$ cat src/osm_pkg.sv
package osm_pkg;

   // Register map, 7-bit word addresses
   localparam logic [6:0]  OSM_ADDR_TEMP      = 7'h00;
   localparam logic [6:0]  OSM_ADDR_CORE      = 7'h01;
   localparam logic [6:0]  OSM_ADDR_AUX       = 7'h02;
   localparam logic [6:0]  OSM_ADDR_EXT       = 7'h03;
   localparam logic [6:0]  OSM_ADDR_CFG0      = 7'h40;
   localparam logic [6:0]  OSM_ADDR_CFG1      = 7'h41;
   localparam logic [6:0]  OSM_ADDR_CFG2      = 7'h42;
   localparam logic [6:0]  OSM_ADDR_CTRL_BASE = 7'h40;

   // Configuration register 0 fields
   localparam int          OSM_CFG0_CH_LSB    = 0;
   localparam int          OSM_CFG0_DIFF_BIT  = 10;
   localparam int          OSM_CFG0_EVENT_BIT = 9;
   localparam int          OSM_CFG0_AVG_LSB   = 12;
   // Configuration register 1 fields
   localparam int          OSM_CFG1_SEQ_LSB   = 12;
   localparam logic [3:0]  OSM_SEQ_SINGLE     = 4'h3;
   localparam logic [3:0]  OSM_SEQ_SAFE       = 4'h0;

   // Reset values of configuration registers
   localparam logic [15:0] OSM_CFG0_RST       = 16'h0000;
   localparam logic [15:0] OSM_CFG1_RST       = 16'h0000;
   localparam logic [15:0] OSM_CFG2_RST       = 16'h0000;

   // Channel numbers
   localparam logic [4:0]  OSM_CH_TEMP        = 5'h00;
   localparam logic [4:0]  OSM_CH_CORE        = 5'h01;
   localparam logic [4:0]  OSM_CH_AUX         = 5'h02;
   localparam logic [4:0]  OSM_CH_EXT         = 5'h03;

   // Converter code, full scale and result alignment
   localparam int          OSM_CODE_W         = 10;
   localparam logic [9:0]  OSM_CODE_FULL      = 10'h3FF;
   localparam int          OSM_REG_W          = 16;
   localparam int          OSM_NUM_RESULTS    = 4;

   // Averaging: 0 = off, 1 = 16, 2 = 64, 3 = 256 samples
   localparam int          OSM_ACC_W          = 18;

   // Internal oscillator: conversion period
   localparam real         OSM_CONV_NS        = 1000.0;
   localparam real         OSM_CLK_NS         = 5.0;
   localparam int          OSM_CONV_CYC       = int'(OSM_CONV_NS / OSM_CLK_NS);
   localparam logic [7:0]  OSM_CONV_CNT       = 8'(OSM_CONV_CYC - 1);

   // Access port states
   typedef enum logic [2:0] {
      OSM_PS_IDLE = 3'b001,
      OSM_PS_WAIT = 3'b010,
      OSM_PS_DONE = 3'b100
   } osm_port_state_e;

endpackage

$ cat src/osm_if.sv
`timescale 1ns/1ps
`default_nettype none
interface osm_if;
   // Reconfiguration port (fabric)
   logic        rp_en;
   logic        rp_we;
   logic [6:0]  rp_addr;
   logic [15:0] rp_wdata;
   logic [15:0] rp_rdata;
   logic        rp_rdy;
   // Test access port register path
   logic        tap_en;
   logic        tap_we;
   logic [6:0]  tap_addr;
   logic [15:0] tap_wdata;
   logic [15:0] tap_rdata;
   logic        tap_rdy;
   // Configuration state and converter
   logic        cfg_done;
   logic        cfg_full_load;
   logic [15:0] cfg_init0;
   logic [15:0] cfg_init1;
   logic [15:0] cfg_init2;
   logic [9:0]  adc_code;
   logic        eoc;
   logic [4:0]  cur_channel;

   modport dev (
      input  rp_en, rp_we, rp_addr, rp_wdata, tap_en, tap_we, tap_addr, tap_wdata,
      input  cfg_done, cfg_full_load, cfg_init0, cfg_init1, cfg_init2, adc_code,
      output rp_rdata, rp_rdy, tap_rdata, tap_rdy, eoc, cur_channel
   );
   modport host (
      output rp_en, rp_we, rp_addr, rp_wdata, tap_en, tap_we, tap_addr, tap_wdata,
      output cfg_done, cfg_full_load, cfg_init0, cfg_init1, cfg_init2,
      input  rp_rdata, rp_rdy, tap_rdata, tap_rdy, eoc, cur_channel
   );
endinterface
`default_nettype wire

$ cat src/osm_dev.sv
`timescale 1ns/1ps
`default_nettype none
// Function
// - Starts in safe mode without configuration
// - Usable after clearing, ignores configuration hold
// - Safe mode sequences temperature, core, auxiliary
// - Safe mode unaffected until configuration completes
// - Full configuration overwrites pre-configuration settings
// - Internal oscillator times conversions without clock
// - Test port reads every register, writes configuration registers always
// - Test port access stays after configuration
// - Unsigned ten-bit code, all ones full scale
// - Written configuration selects unipolar or differential
// - Single channel mode selects channel, sampling
// - Host converts temperature code to Celsius
// - Temperature averaging up to 256 samples
// - Temperature reading stored at 00h
// - Supply averaging up to 256 samples
// - Core at 01h, auxiliary at 02h
// - Host reads supply scale 0 to 3 V
// - Results sixteen bits, code MSB justified
// - End of conversion pulses on result write
module osm_dev (
   // Clock and reset
   input  wire logic        i_clk_sys,
   input  wire logic        i_reset_n,
   // Converter status
   output logic             o_diff_mode,
   output logic             o_event_mode,
   output logic             o_safe_mode,
   // Link
   osm_if.dev               bus
);
   import osm_pkg::*;

   logic [15:0] cfg_ff [0:2];
   logic [15:0] res_ff [0:OSM_NUM_RESULTS-1];
   logic [7:0]  conv_cnt_ff;
   logic        conv_tick;
   logic [4:0]  chan_ff;
   logic [4:0]  nxt_chan;
   logic        single;
   logic [1:0]  avg_sel;
   logic [8:0]  avg_n;
   logic [OSM_ACC_W-1:0] acc_ff [0:2];
   logic [8:0]  cnt_ff [0:2];
   logic [3:0]  conv_wr;
   logic        eoc_ff;
   logic        tap_rdy_ff;
   logic        rp_rdy_ff;
   logic [15:0] tap_rdata_ff;
   logic [15:0] rp_rdata_ff;
   logic        tap_wr;
   logic        rp_wr;

   ////////////////////////////////////////////////////////////////////////
   // Safe mode holds until configuration is done; the config hold pins
   // never reach this block, so delaying configuration changes nothing
   assign o_safe_mode  = !bus.cfg_done;
   assign single       = !o_safe_mode && (cfg_ff[1][OSM_CFG1_SEQ_LSB +: 4] == OSM_SEQ_SINGLE);
   assign o_diff_mode  = cfg_ff[0][OSM_CFG0_DIFF_BIT];
   assign o_event_mode = cfg_ff[0][OSM_CFG0_EVENT_BIT];
   assign avg_sel      = o_safe_mode ? 2'h0 : cfg_ff[0][OSM_CFG0_AVG_LSB +: 2];

   always_comb begin
      case (avg_sel)
         2'h1:    avg_n = 9'd16;
         2'h2:    avg_n = 9'd64;
         2'h3:    avg_n = 9'd256;
         default: avg_n = 9'd1;
      endcase
   end

   ////////////////////////////////////////////////////////////////////////
   // Conversion timer stands for the internal oscillator; it needs no
   // configured clock, so it runs from reset release
   always_ff @(posedge i_clk_sys or negedge i_reset_n) begin
      if (!i_reset_n) begin
         conv_cnt_ff <= OSM_CONV_CNT;
      end else if (conv_cnt_ff == 8'h00) begin
         conv_cnt_ff <= OSM_CONV_CNT;
      end else begin
         conv_cnt_ff <= conv_cnt_ff - 8'h01;
      end
   end
   assign conv_tick = (conv_cnt_ff == 8'h00);

   // Channel selection: safe sequence, or one configured channel
   always_comb begin
      if (single) begin
         nxt_chan = cfg_ff[0][OSM_CFG0_CH_LSB +: 5];
      end else if (chan_ff == OSM_CH_AUX) begin
         nxt_chan = OSM_CH_TEMP;
      end else begin
         nxt_chan = chan_ff + 5'h01;
      end
   end

   always_ff @(posedge i_clk_sys or negedge i_reset_n) begin
      if (!i_reset_n) begin
         chan_ff <= OSM_CH_TEMP;
      end else if (conv_tick) begin
         chan_ff <= nxt_chan;
      end
   end

   ////////////////////////////////////////////////////////////////////////
   // Averaging per on-chip sensor; the result only moves on a full count
   generate
      for (genvar g = 0; g < 3; g++) begin : g_avg
         logic [OSM_ACC_W-1:0] sum;
         logic                 full;
         assign sum  = acc_ff[g] + {8'h00, bus.adc_code};
         assign full = (cnt_ff[g] + 9'd1 == avg_n);
         assign conv_wr[g] = full;
         always_ff @(posedge i_clk_sys or negedge i_reset_n) begin
            if (!i_reset_n) begin
               acc_ff[g] <= '0;
               cnt_ff[g] <= 9'd0;
               res_ff[g] <= 16'h0000;
            end else if (conv_tick && chan_ff == 5'(g)) begin
               if (full) begin
                  acc_ff[g] <= '0;
                  cnt_ff[g] <= 9'd0;
                  case (avg_sel)
                     2'h1:    res_ff[g] <= {sum[13:4], 6'h00};
                     2'h2:    res_ff[g] <= {sum[15:6], 6'h00};
                     2'h3:    res_ff[g] <= {sum[17:8], 6'h00};
                     default: res_ff[g] <= {sum[9:0], 6'h00};
                  endcase
               end else begin
                  acc_ff[g] <= sum;
                  cnt_ff[g] <= cnt_ff[g] + 9'd1;
               end
            end
         end
      end
   endgenerate

   // External pair is not averaged; full scale 3FF maps to 1 V differential
   assign conv_wr[3] = 1'b1;
   always_ff @(posedge i_clk_sys or negedge i_reset_n) begin
      if (!i_reset_n) begin
         res_ff[3] <= 16'h0000;
      end else if (conv_tick && chan_ff == OSM_CH_EXT) begin
         res_ff[3] <= {bus.adc_code, 6'h00};
      end
   end

   always_ff @(posedge i_clk_sys or negedge i_reset_n) begin
      if (!i_reset_n) begin
         eoc_ff <= 1'b0;
      end else begin
         // Channels with no result register write nothing, so they raise no pulse
         eoc_ff <= conv_tick && (chan_ff <= OSM_CH_EXT) && conv_wr[chan_ff[1:0]];
      end
   end

   ////////////////////////////////////////////////////////////////////////
   // Configuration registers: both paths write; the test port wins a tie.
   // A full configuration reloads the configured values.
   assign tap_wr = bus.tap_en && bus.tap_we;
   assign rp_wr  = bus.rp_en && bus.rp_we && bus.cfg_done;

   always_ff @(posedge i_clk_sys or negedge i_reset_n) begin
      if (!i_reset_n) begin
         cfg_ff[0] <= OSM_CFG0_RST;
         cfg_ff[1] <= OSM_CFG1_RST;
         cfg_ff[2] <= OSM_CFG2_RST;
      end else if (bus.cfg_full_load) begin
         cfg_ff[0] <= bus.cfg_init0;
         cfg_ff[1] <= bus.cfg_init1;
         cfg_ff[2] <= bus.cfg_init2;
      end else if (tap_wr && bus.tap_addr >= OSM_ADDR_CFG0 && bus.tap_addr <= OSM_ADDR_CFG2) begin
         cfg_ff[bus.tap_addr[1:0]] <= bus.tap_wdata;
      end else if (rp_wr && bus.rp_addr >= OSM_ADDR_CFG0 && bus.rp_addr <= OSM_ADDR_CFG2) begin
         cfg_ff[bus.rp_addr[1:0]] <= bus.rp_wdata;
      end
   end

   // Read mux shared by both paths; unmapped addresses read zero
   function automatic logic [15:0] rd_mux(input logic [6:0] a);
      logic [15:0] d;
      d = 16'h0000;
      if (a < OSM_ADDR_EXT + 7'h01) begin
         d = res_ff[a[1:0]];
      end else if (a >= OSM_ADDR_CFG0 && a <= OSM_ADDR_CFG2) begin
         d = cfg_ff[a[1:0]];
      end
      return d;
   endfunction

   always_ff @(posedge i_clk_sys or negedge i_reset_n) begin
      if (!i_reset_n) begin
         tap_rdy_ff   <= 1'b0;
         tap_rdata_ff <= 16'h0000;
      end else begin
         tap_rdy_ff   <= bus.tap_en;
         if (bus.tap_en) tap_rdata_ff <= rd_mux(bus.tap_addr);
      end
   end

   // Fabric port answers only once configured
   always_ff @(posedge i_clk_sys or negedge i_reset_n) begin
      if (!i_reset_n) begin
         rp_rdy_ff   <= 1'b0;
         rp_rdata_ff <= 16'h0000;
      end else begin
         rp_rdy_ff   <= bus.rp_en && bus.cfg_done;
         if (bus.rp_en) rp_rdata_ff <= rd_mux(bus.rp_addr);
      end
   end

   assign bus.tap_rdy     = tap_rdy_ff;
   assign bus.tap_rdata   = tap_rdata_ff;
   assign bus.rp_rdy      = rp_rdy_ff;
   assign bus.rp_rdata    = rp_rdata_ff;
   assign bus.eoc         = eoc_ff;
   assign bus.cur_channel = chan_ff;

endmodule // osm_dev
`default_nettype wire

$ cat src/flat_wrapper.sv
// flat-port wrapper written by rule: the top's interface ports become plain ports
module osm_dev_flat import osm_pkg::*;
  (i_clk_sys, i_reset_n, o_diff_mode, o_event_mode, o_safe_mode, bus_rp_en, bus_rp_we, bus_rp_addr, bus_rp_wdata, bus_tap_en, bus_tap_we, bus_tap_addr, bus_tap_wdata, bus_cfg_done, bus_cfg_full_load, bus_cfg_init0, bus_cfg_init1, bus_cfg_init2, bus_adc_code, bus_rp_rdata, bus_rp_rdy, bus_tap_rdata, bus_tap_rdy, bus_eoc, bus_cur_channel);
  osm_if bus_i ();
  input  wire logic i_clk_sys;
  input  wire logic i_reset_n;
  output logic o_diff_mode;
  output logic o_event_mode;
  output logic o_safe_mode;
  input wire logic [$bits(bus_i.rp_en)-1:0] bus_rp_en;
  input wire logic [$bits(bus_i.rp_we)-1:0] bus_rp_we;
  input wire logic [$bits(bus_i.rp_addr)-1:0] bus_rp_addr;
  input wire logic [$bits(bus_i.rp_wdata)-1:0] bus_rp_wdata;
  input wire logic [$bits(bus_i.tap_en)-1:0] bus_tap_en;
  input wire logic [$bits(bus_i.tap_we)-1:0] bus_tap_we;
  input wire logic [$bits(bus_i.tap_addr)-1:0] bus_tap_addr;
  input wire logic [$bits(bus_i.tap_wdata)-1:0] bus_tap_wdata;
  input wire logic [$bits(bus_i.cfg_done)-1:0] bus_cfg_done;
  input wire logic [$bits(bus_i.cfg_full_load)-1:0] bus_cfg_full_load;
  input wire logic [$bits(bus_i.cfg_init0)-1:0] bus_cfg_init0;
  input wire logic [$bits(bus_i.cfg_init1)-1:0] bus_cfg_init1;
  input wire logic [$bits(bus_i.cfg_init2)-1:0] bus_cfg_init2;
  input wire logic [$bits(bus_i.adc_code)-1:0] bus_adc_code;
  output wire logic [$bits(bus_i.rp_rdata)-1:0] bus_rp_rdata;
  output wire logic [$bits(bus_i.rp_rdy)-1:0] bus_rp_rdy;
  output wire logic [$bits(bus_i.tap_rdata)-1:0] bus_tap_rdata;
  output wire logic [$bits(bus_i.tap_rdy)-1:0] bus_tap_rdy;
  output wire logic [$bits(bus_i.eoc)-1:0] bus_eoc;
  output wire logic [$bits(bus_i.cur_channel)-1:0] bus_cur_channel;
  assign bus_i.rp_en = bus_rp_en;
  assign bus_i.rp_we = bus_rp_we;
  assign bus_i.rp_addr = bus_rp_addr;
  assign bus_i.rp_wdata = bus_rp_wdata;
  assign bus_i.tap_en = bus_tap_en;
  assign bus_i.tap_we = bus_tap_we;
  assign bus_i.tap_addr = bus_tap_addr;
  assign bus_i.tap_wdata = bus_tap_wdata;
  assign bus_i.cfg_done = bus_cfg_done;
  assign bus_i.cfg_full_load = bus_cfg_full_load;
  assign bus_i.cfg_init0 = bus_cfg_init0;
  assign bus_i.cfg_init1 = bus_cfg_init1;
  assign bus_i.cfg_init2 = bus_cfg_init2;
  assign bus_i.adc_code = bus_adc_code;
  assign bus_rp_rdata = bus_i.rp_rdata;
  assign bus_rp_rdy = bus_i.rp_rdy;
  assign bus_tap_rdata = bus_i.tap_rdata;
  assign bus_tap_rdy = bus_i.tap_rdy;
  assign bus_eoc = bus_i.eoc;
  assign bus_cur_channel = bus_i.cur_channel;
  osm_dev u_core (.i_clk_sys(i_clk_sys), .i_reset_n(i_reset_n), .o_diff_mode(o_diff_mode), .o_event_mode(o_event_mode), .o_safe_mode(o_safe_mode), .bus(bus_i));
endmodule
$ cat config.mk
export PLATFORM = sky130hd
export DESIGN_NAME = osm_dev_flat
export DESIGN_NICKNAME = d
export VERILOG_FILES = /design/src/osm_pkg.sv /design/src/osm_if.sv /design/src/osm_dev.sv /design/src/flat_wrapper.sv
export SDC_FILE = /design/constraint.sdc
export NUM_CORES = 1
export LEC_CHECK = 0
export ABC_AREA = 1
export ABC_CLOCK_PERIOD_IN_PS = 2020
export BUFFER_PORTS_ARGS = -buffer_cell sky130_fd_sc_hd__buf_2
export CAP_MARGIN = 25
export CORE_ASPECT_RATIO = 1.4
export CORE_MARGIN = 3
export CORE_UTILIZATION = 54
export CTS_CLUSTER_SIZE = 25
export DETAILED_ROUTE_END_ITERATION = 12
export PLACE_DENSITY_LB_ADDON = 0.2
export SETUP_SLACK_MARGIN = 0.4
export SLEW_MARGIN = 20
export SYNTH_ARGS = -nofsm -noshare
export SYNTH_HDL_FRONTEND = slang
export SYNTH_SLANG_ARGS = --single-unit
$ cat constraint.sdc
create_clock -name i_clk_sys -period 2.02 [get_ports i_clk_sys]
set_clock_uncertainty 0.05 [all_clocks]
set_input_delay 0.404 -clock i_clk_sys [delete_from_list [all_inputs] [get_ports i_clk_sys]]
set_output_delay 0.404 -clock i_clk_sys [all_outputs]
set_load 0.02 [all_outputs]
==> impl_metrics.py <==
metrics = {
    "floorplanning": {
        "dieArea_mm2": 0.0292,
        "ios": 155,
        "initial_core_util_pct": 55.4,
        "chipHeight_um": 201,
        "core_area_mm2": 0.0265,
        "die_w_um": 145,
        "rows": 70,
    },
    "clock_network": {
        "cts.reportedPaths.clkPinSlew_ns": 0.07,
        "cts.sinks": 217,
        "htreeDepth": 1,
        "cts_tree": "yes",
        "cts_buffers": 25,
        "clk-insertion-delay-late_ns": 0.56,
        "cts-root-buf": "clkbuf_16",
        "cts.path.max_buffers": 3,
    },
    "pwr": {
        "leakagePower_nw": 10.4,
        "power_w": 0.0124,
        "power_density_mw_per_mm2": 575,
        "ir_drop_mv": 0.916,
    },
    "logic_synthesis": {
        "synth_cell_types": 49,
        "avgSynthCellArea_um2": 6.93,
        "ys_dominant_reg_cell": "dfrtp_1",
        "yosys.area.top_type": "dfrtp_1",
        "synth_top_family_by_area": "simple AND/OR/NAND/NOR gates",
        "ys_top_cells_by_count": "690 x nand2_1, 227 x inv_1, 223 x nand3_1",
        "ys_seq_elements": 217,
        "synth_warnings": 0,
        "synthMuxAreaShare_pct": 0.691,
        "synth_area_mm2": 0.0147,
        "synth_top_area_share_pct": 36.2,
        "ys_async_sr_fraction_pct": 100,
        "synth_compound_area_share_pct": 13.5,
        "yosysMostFrequentCell": "nand2_1",
        "seq_area_frac_synth_pct": 37.1,
        "synth-edff-count": 0,
        "synth-simple-area-share_pct": 34.2,
        "yosys.area_share.xor_xnor_pct": 2.03,
        "syn_nets": 2270,
        "synth_area_leaders": "dfrtp_1 36%, nand2_1 18%, nand3_1 7.6%",
        "synth_fa_ha_area_share_pct": 3.65,
        "syn_inst": 2117,
    },
    "global_routing": {
        "grt_usage_pct": 36.8,
        "grt_overflow": 0,
        "grt_pass1_vias": 17200,
        "grt_pass1_wl_um": 88000,
        "grt_max_degree": 64,
        "antenna_found_initial": 0,
    },
    "sta": {
        "fin_ws_ns": -0.636,
        "post-route-period-util_pct": 131,
        "worstMarginPinSlew_ns": 0.569,
        "setup_violations": 97,
        "hold_viol": 0,
        "drv_slew": 0,
        "hold-worst-slack_ns": 0.0875,
        "rsz0062_at_grt": "yes",
        "slew_headroom_pct": 62.0,
        "period_minus_slack_ns": 2.66,
        "clock.fmax_mhz": 377,
    },
    "placement": {
        "io_buffers": 154,
        "routabilityCongestion": 0.984,
        "placed_area_mm2": 0.0179,
        "place_hpwl_um": 37000,
    },
    "setup_path": {
        "crit_start": "u_core.acc_ff[24]",
        "cp.required_ns": 2.43,
        "crit_fanout": 3,
        "crit_path_cell_trace": "ha_4 > nand2_1 > nand2_1 > nand2_1 > nand2_2 > a21oi_4 > nand3_4 > buf_4 > nand3_1 > nand4_1 > nand2_1 > nand2_2",
        "reg2reg_to": "u_core.res_ff[47]",
        "r2r_setup_slack_ns": -0.64,
        "cp_slowest_cell": "dfrtp_1",
        "critPathKind": "reg -> reg",
        "crit_end": "u_core.res_ff[47]",
        "path_common_cell": "nand2_1",
        "rr_worst_depth": 12,
        "crit_arrival_ns": 3.06,
        "cp_slowest_stage_delay_ns": 0.43,
        "worstSetupStartpointType": "flip-flop",
        "endpoint_kind": "flip-flop",
        "r2r-start": "u_core.acc_ff[24]",
    },
    "layout": {
        "regArea_mm2": 0.00545,
        "fin_area_mm2": 0.0216,
        "fill_cells": 1569,
        "multiInputGateArea_mm2": 0.0102,
        "fin_nets": 2668,
        "antennaDiodeCount": 0,
        "syn_to_final_growth_pct": 47.4,
        "drive_gt1_share_pct": 37.0,
    },
    "route": {
        "post-route-drc-count": 0,
        "ant_nets": 0,
        "wl_per_cell_um": 22.9,
        "drt_iter0_markers": 2151,
        "vias": 18500,
        "viasPerCell": 6.38,
        "drtPass1Iterations": 7,
        "totalWireLength_um": 66400,
    },
    "run_status": {
        "outcome": "finished, violations left",
        "violations": "negative setup slack",
    },
    "job": {
        "cap_violations": 0,
    },
    "min_path": {
        "holdCritPathClass": "in -> reg",
    },
}
## metal layers
metal  routed length (µm)  global-route usage, %
met1                21700                   42.5
met2                29600                   62.6
met3                 7940                   5.87
met4                 7150                   24.8
met5                    0                      0
## layout by cell type (no fill, tap or decap), drive strengths merged, types with 2 or more instances in the layout
| cell | instances |
|---|---|
| buf | 440 |
| or2 | 7 |
| o21bai | 2 |
| o311ai | 2 |
| nand3 | 229 |
| inv | 239 |
| dfstp | 5 |
| nor3 | 23 |
| a21oi | 54 |
| o22ai | 59 |
| o2111ai | 5 |
| dfrtp | 212 |
| nor2 | 154 |
| a31oi | 38 |
| xnor2 | 4 |
| clkinv | 9 |
| clkbuf | 37 |
| nand3b | 6 |
| a221oi | 12 |
| xor2 | 30 |
| o221ai | 2 |
| mux2 | 9 |
| fa | 3 |
| and2 | 4 |
| ha | 38 |
| o21ai | 123 |
| nand4 | 42 |
| a21boi | 22 |
| a22oi | 3 |
| nand2 | 698 |
| bufinv | 4 |
| o211ai | 11 |
| clkinvlp | 2 |
## cell families (layout without fill, tap and decap cells)
kind of cell               after synthesis  in the layout
buffers and inverters                  320            733
adders and majority gates               41             41
DFF                                    217            217
muxes                                    9              9
xor gates and xnor gates                34             34
and+or+nand+nor                       1162           1164
AOI/OAI and AO/OA                      334            334
## metrics by stage
step	setup WS, ns	setup TNS (ns)	util, %	std cells
finish	-0.636	-21.48	81.7	2892
global route	-0.631	-28.68	81.7	2892
CTS	0.00196	0	77.6	2860
detailed placement	-0.278	-13.12	67.7	2749
global placement	-0.243	-9.62	67.7	2749
floorplan	0.118	0	-	2117
## state kept, by name, summed over array words and instances, names as in the netlist, 5 cells and up
signal / cells
u_core.cfg_ff: 46
u_core.cnt_ff: 27
u_core.acc_ff: 54
u_core.bus.cur_channel: 5
u_core.conv_cnt_ff: 8
u_core.res_ff: 40
u_core.bus.rp_rdata: 16
u_core.bus.tap_rdata: 16
## critical path, delay by kind of cell (launching register included)
kind	cells	cell delay [ns]
AND/OR/NAND/NOR	9	1.38
flip-flops	1	0.43
adder cells (fa/ha/maj)	1	0.26
AO/OA/AOI/OAI	1	0.24
buffers and inverters	1	0.20
## what timing repair did
| item | in CTS | in global routing |
|---|---|---|
| pin swaps | 100 | 83 |
| cloned | 10 | 4 |
| hold buffers | 1 | 0 |
| setup buffers | 56 | 28 |
| endpoints found under the setup margin | 124 | 173 |
| resized for setup | 271 | 192 |
| endpoints found under the hold margin | 54 | 0 |
## worst min path at each step
| stage | start | endpoint | slack [ns] | depth (start not counted) |
|---|---|---|---|---|
| final | bus_rp_en | u_core.bus.rp_rdy | 0.09 | 3 |
| after global placement | i_reset_n | u_core.conv_cnt_ff[3] | 0.35 | 1 |
| after detailed placement | i_reset_n | u_core.conv_cnt_ff[3] | 0.35 | 1 |
| after floorplan | i_reset_n | u_core.acc_ff[0] | 0.06 | 0 |
| after CTS | bus_rp_en | u_core.bus.rp_rdy | 0.07 | 3 |
| after global routing | bus_rp_en | u_core.bus.rp_rdy | 0.12 | 3 |
## power by group
part	leakage [nW]	switching, W	internal, W
clock	0.428	0.00199	0.00300
combinational	7.51	0.00171	0.00105
sequential	2.48	0.000159	0.00453
total	10.4	0.00386	0.00858
## final cells by class
cell class                      count  share of cell area [%]
Sequential cell                   217                    25.2
Timing Repair inverter              3                   0.203
Clock inverter                     10                   0.735
Multi-Input combinational cell   1582                    47.2
Tap cell                          360                    2.08
Inverter                          241                    4.45
Timing Repair Buffer              445                    16.8
Clock buffer                       34                    3.33
No activity file was read; power rests on OpenSTA's default activity.
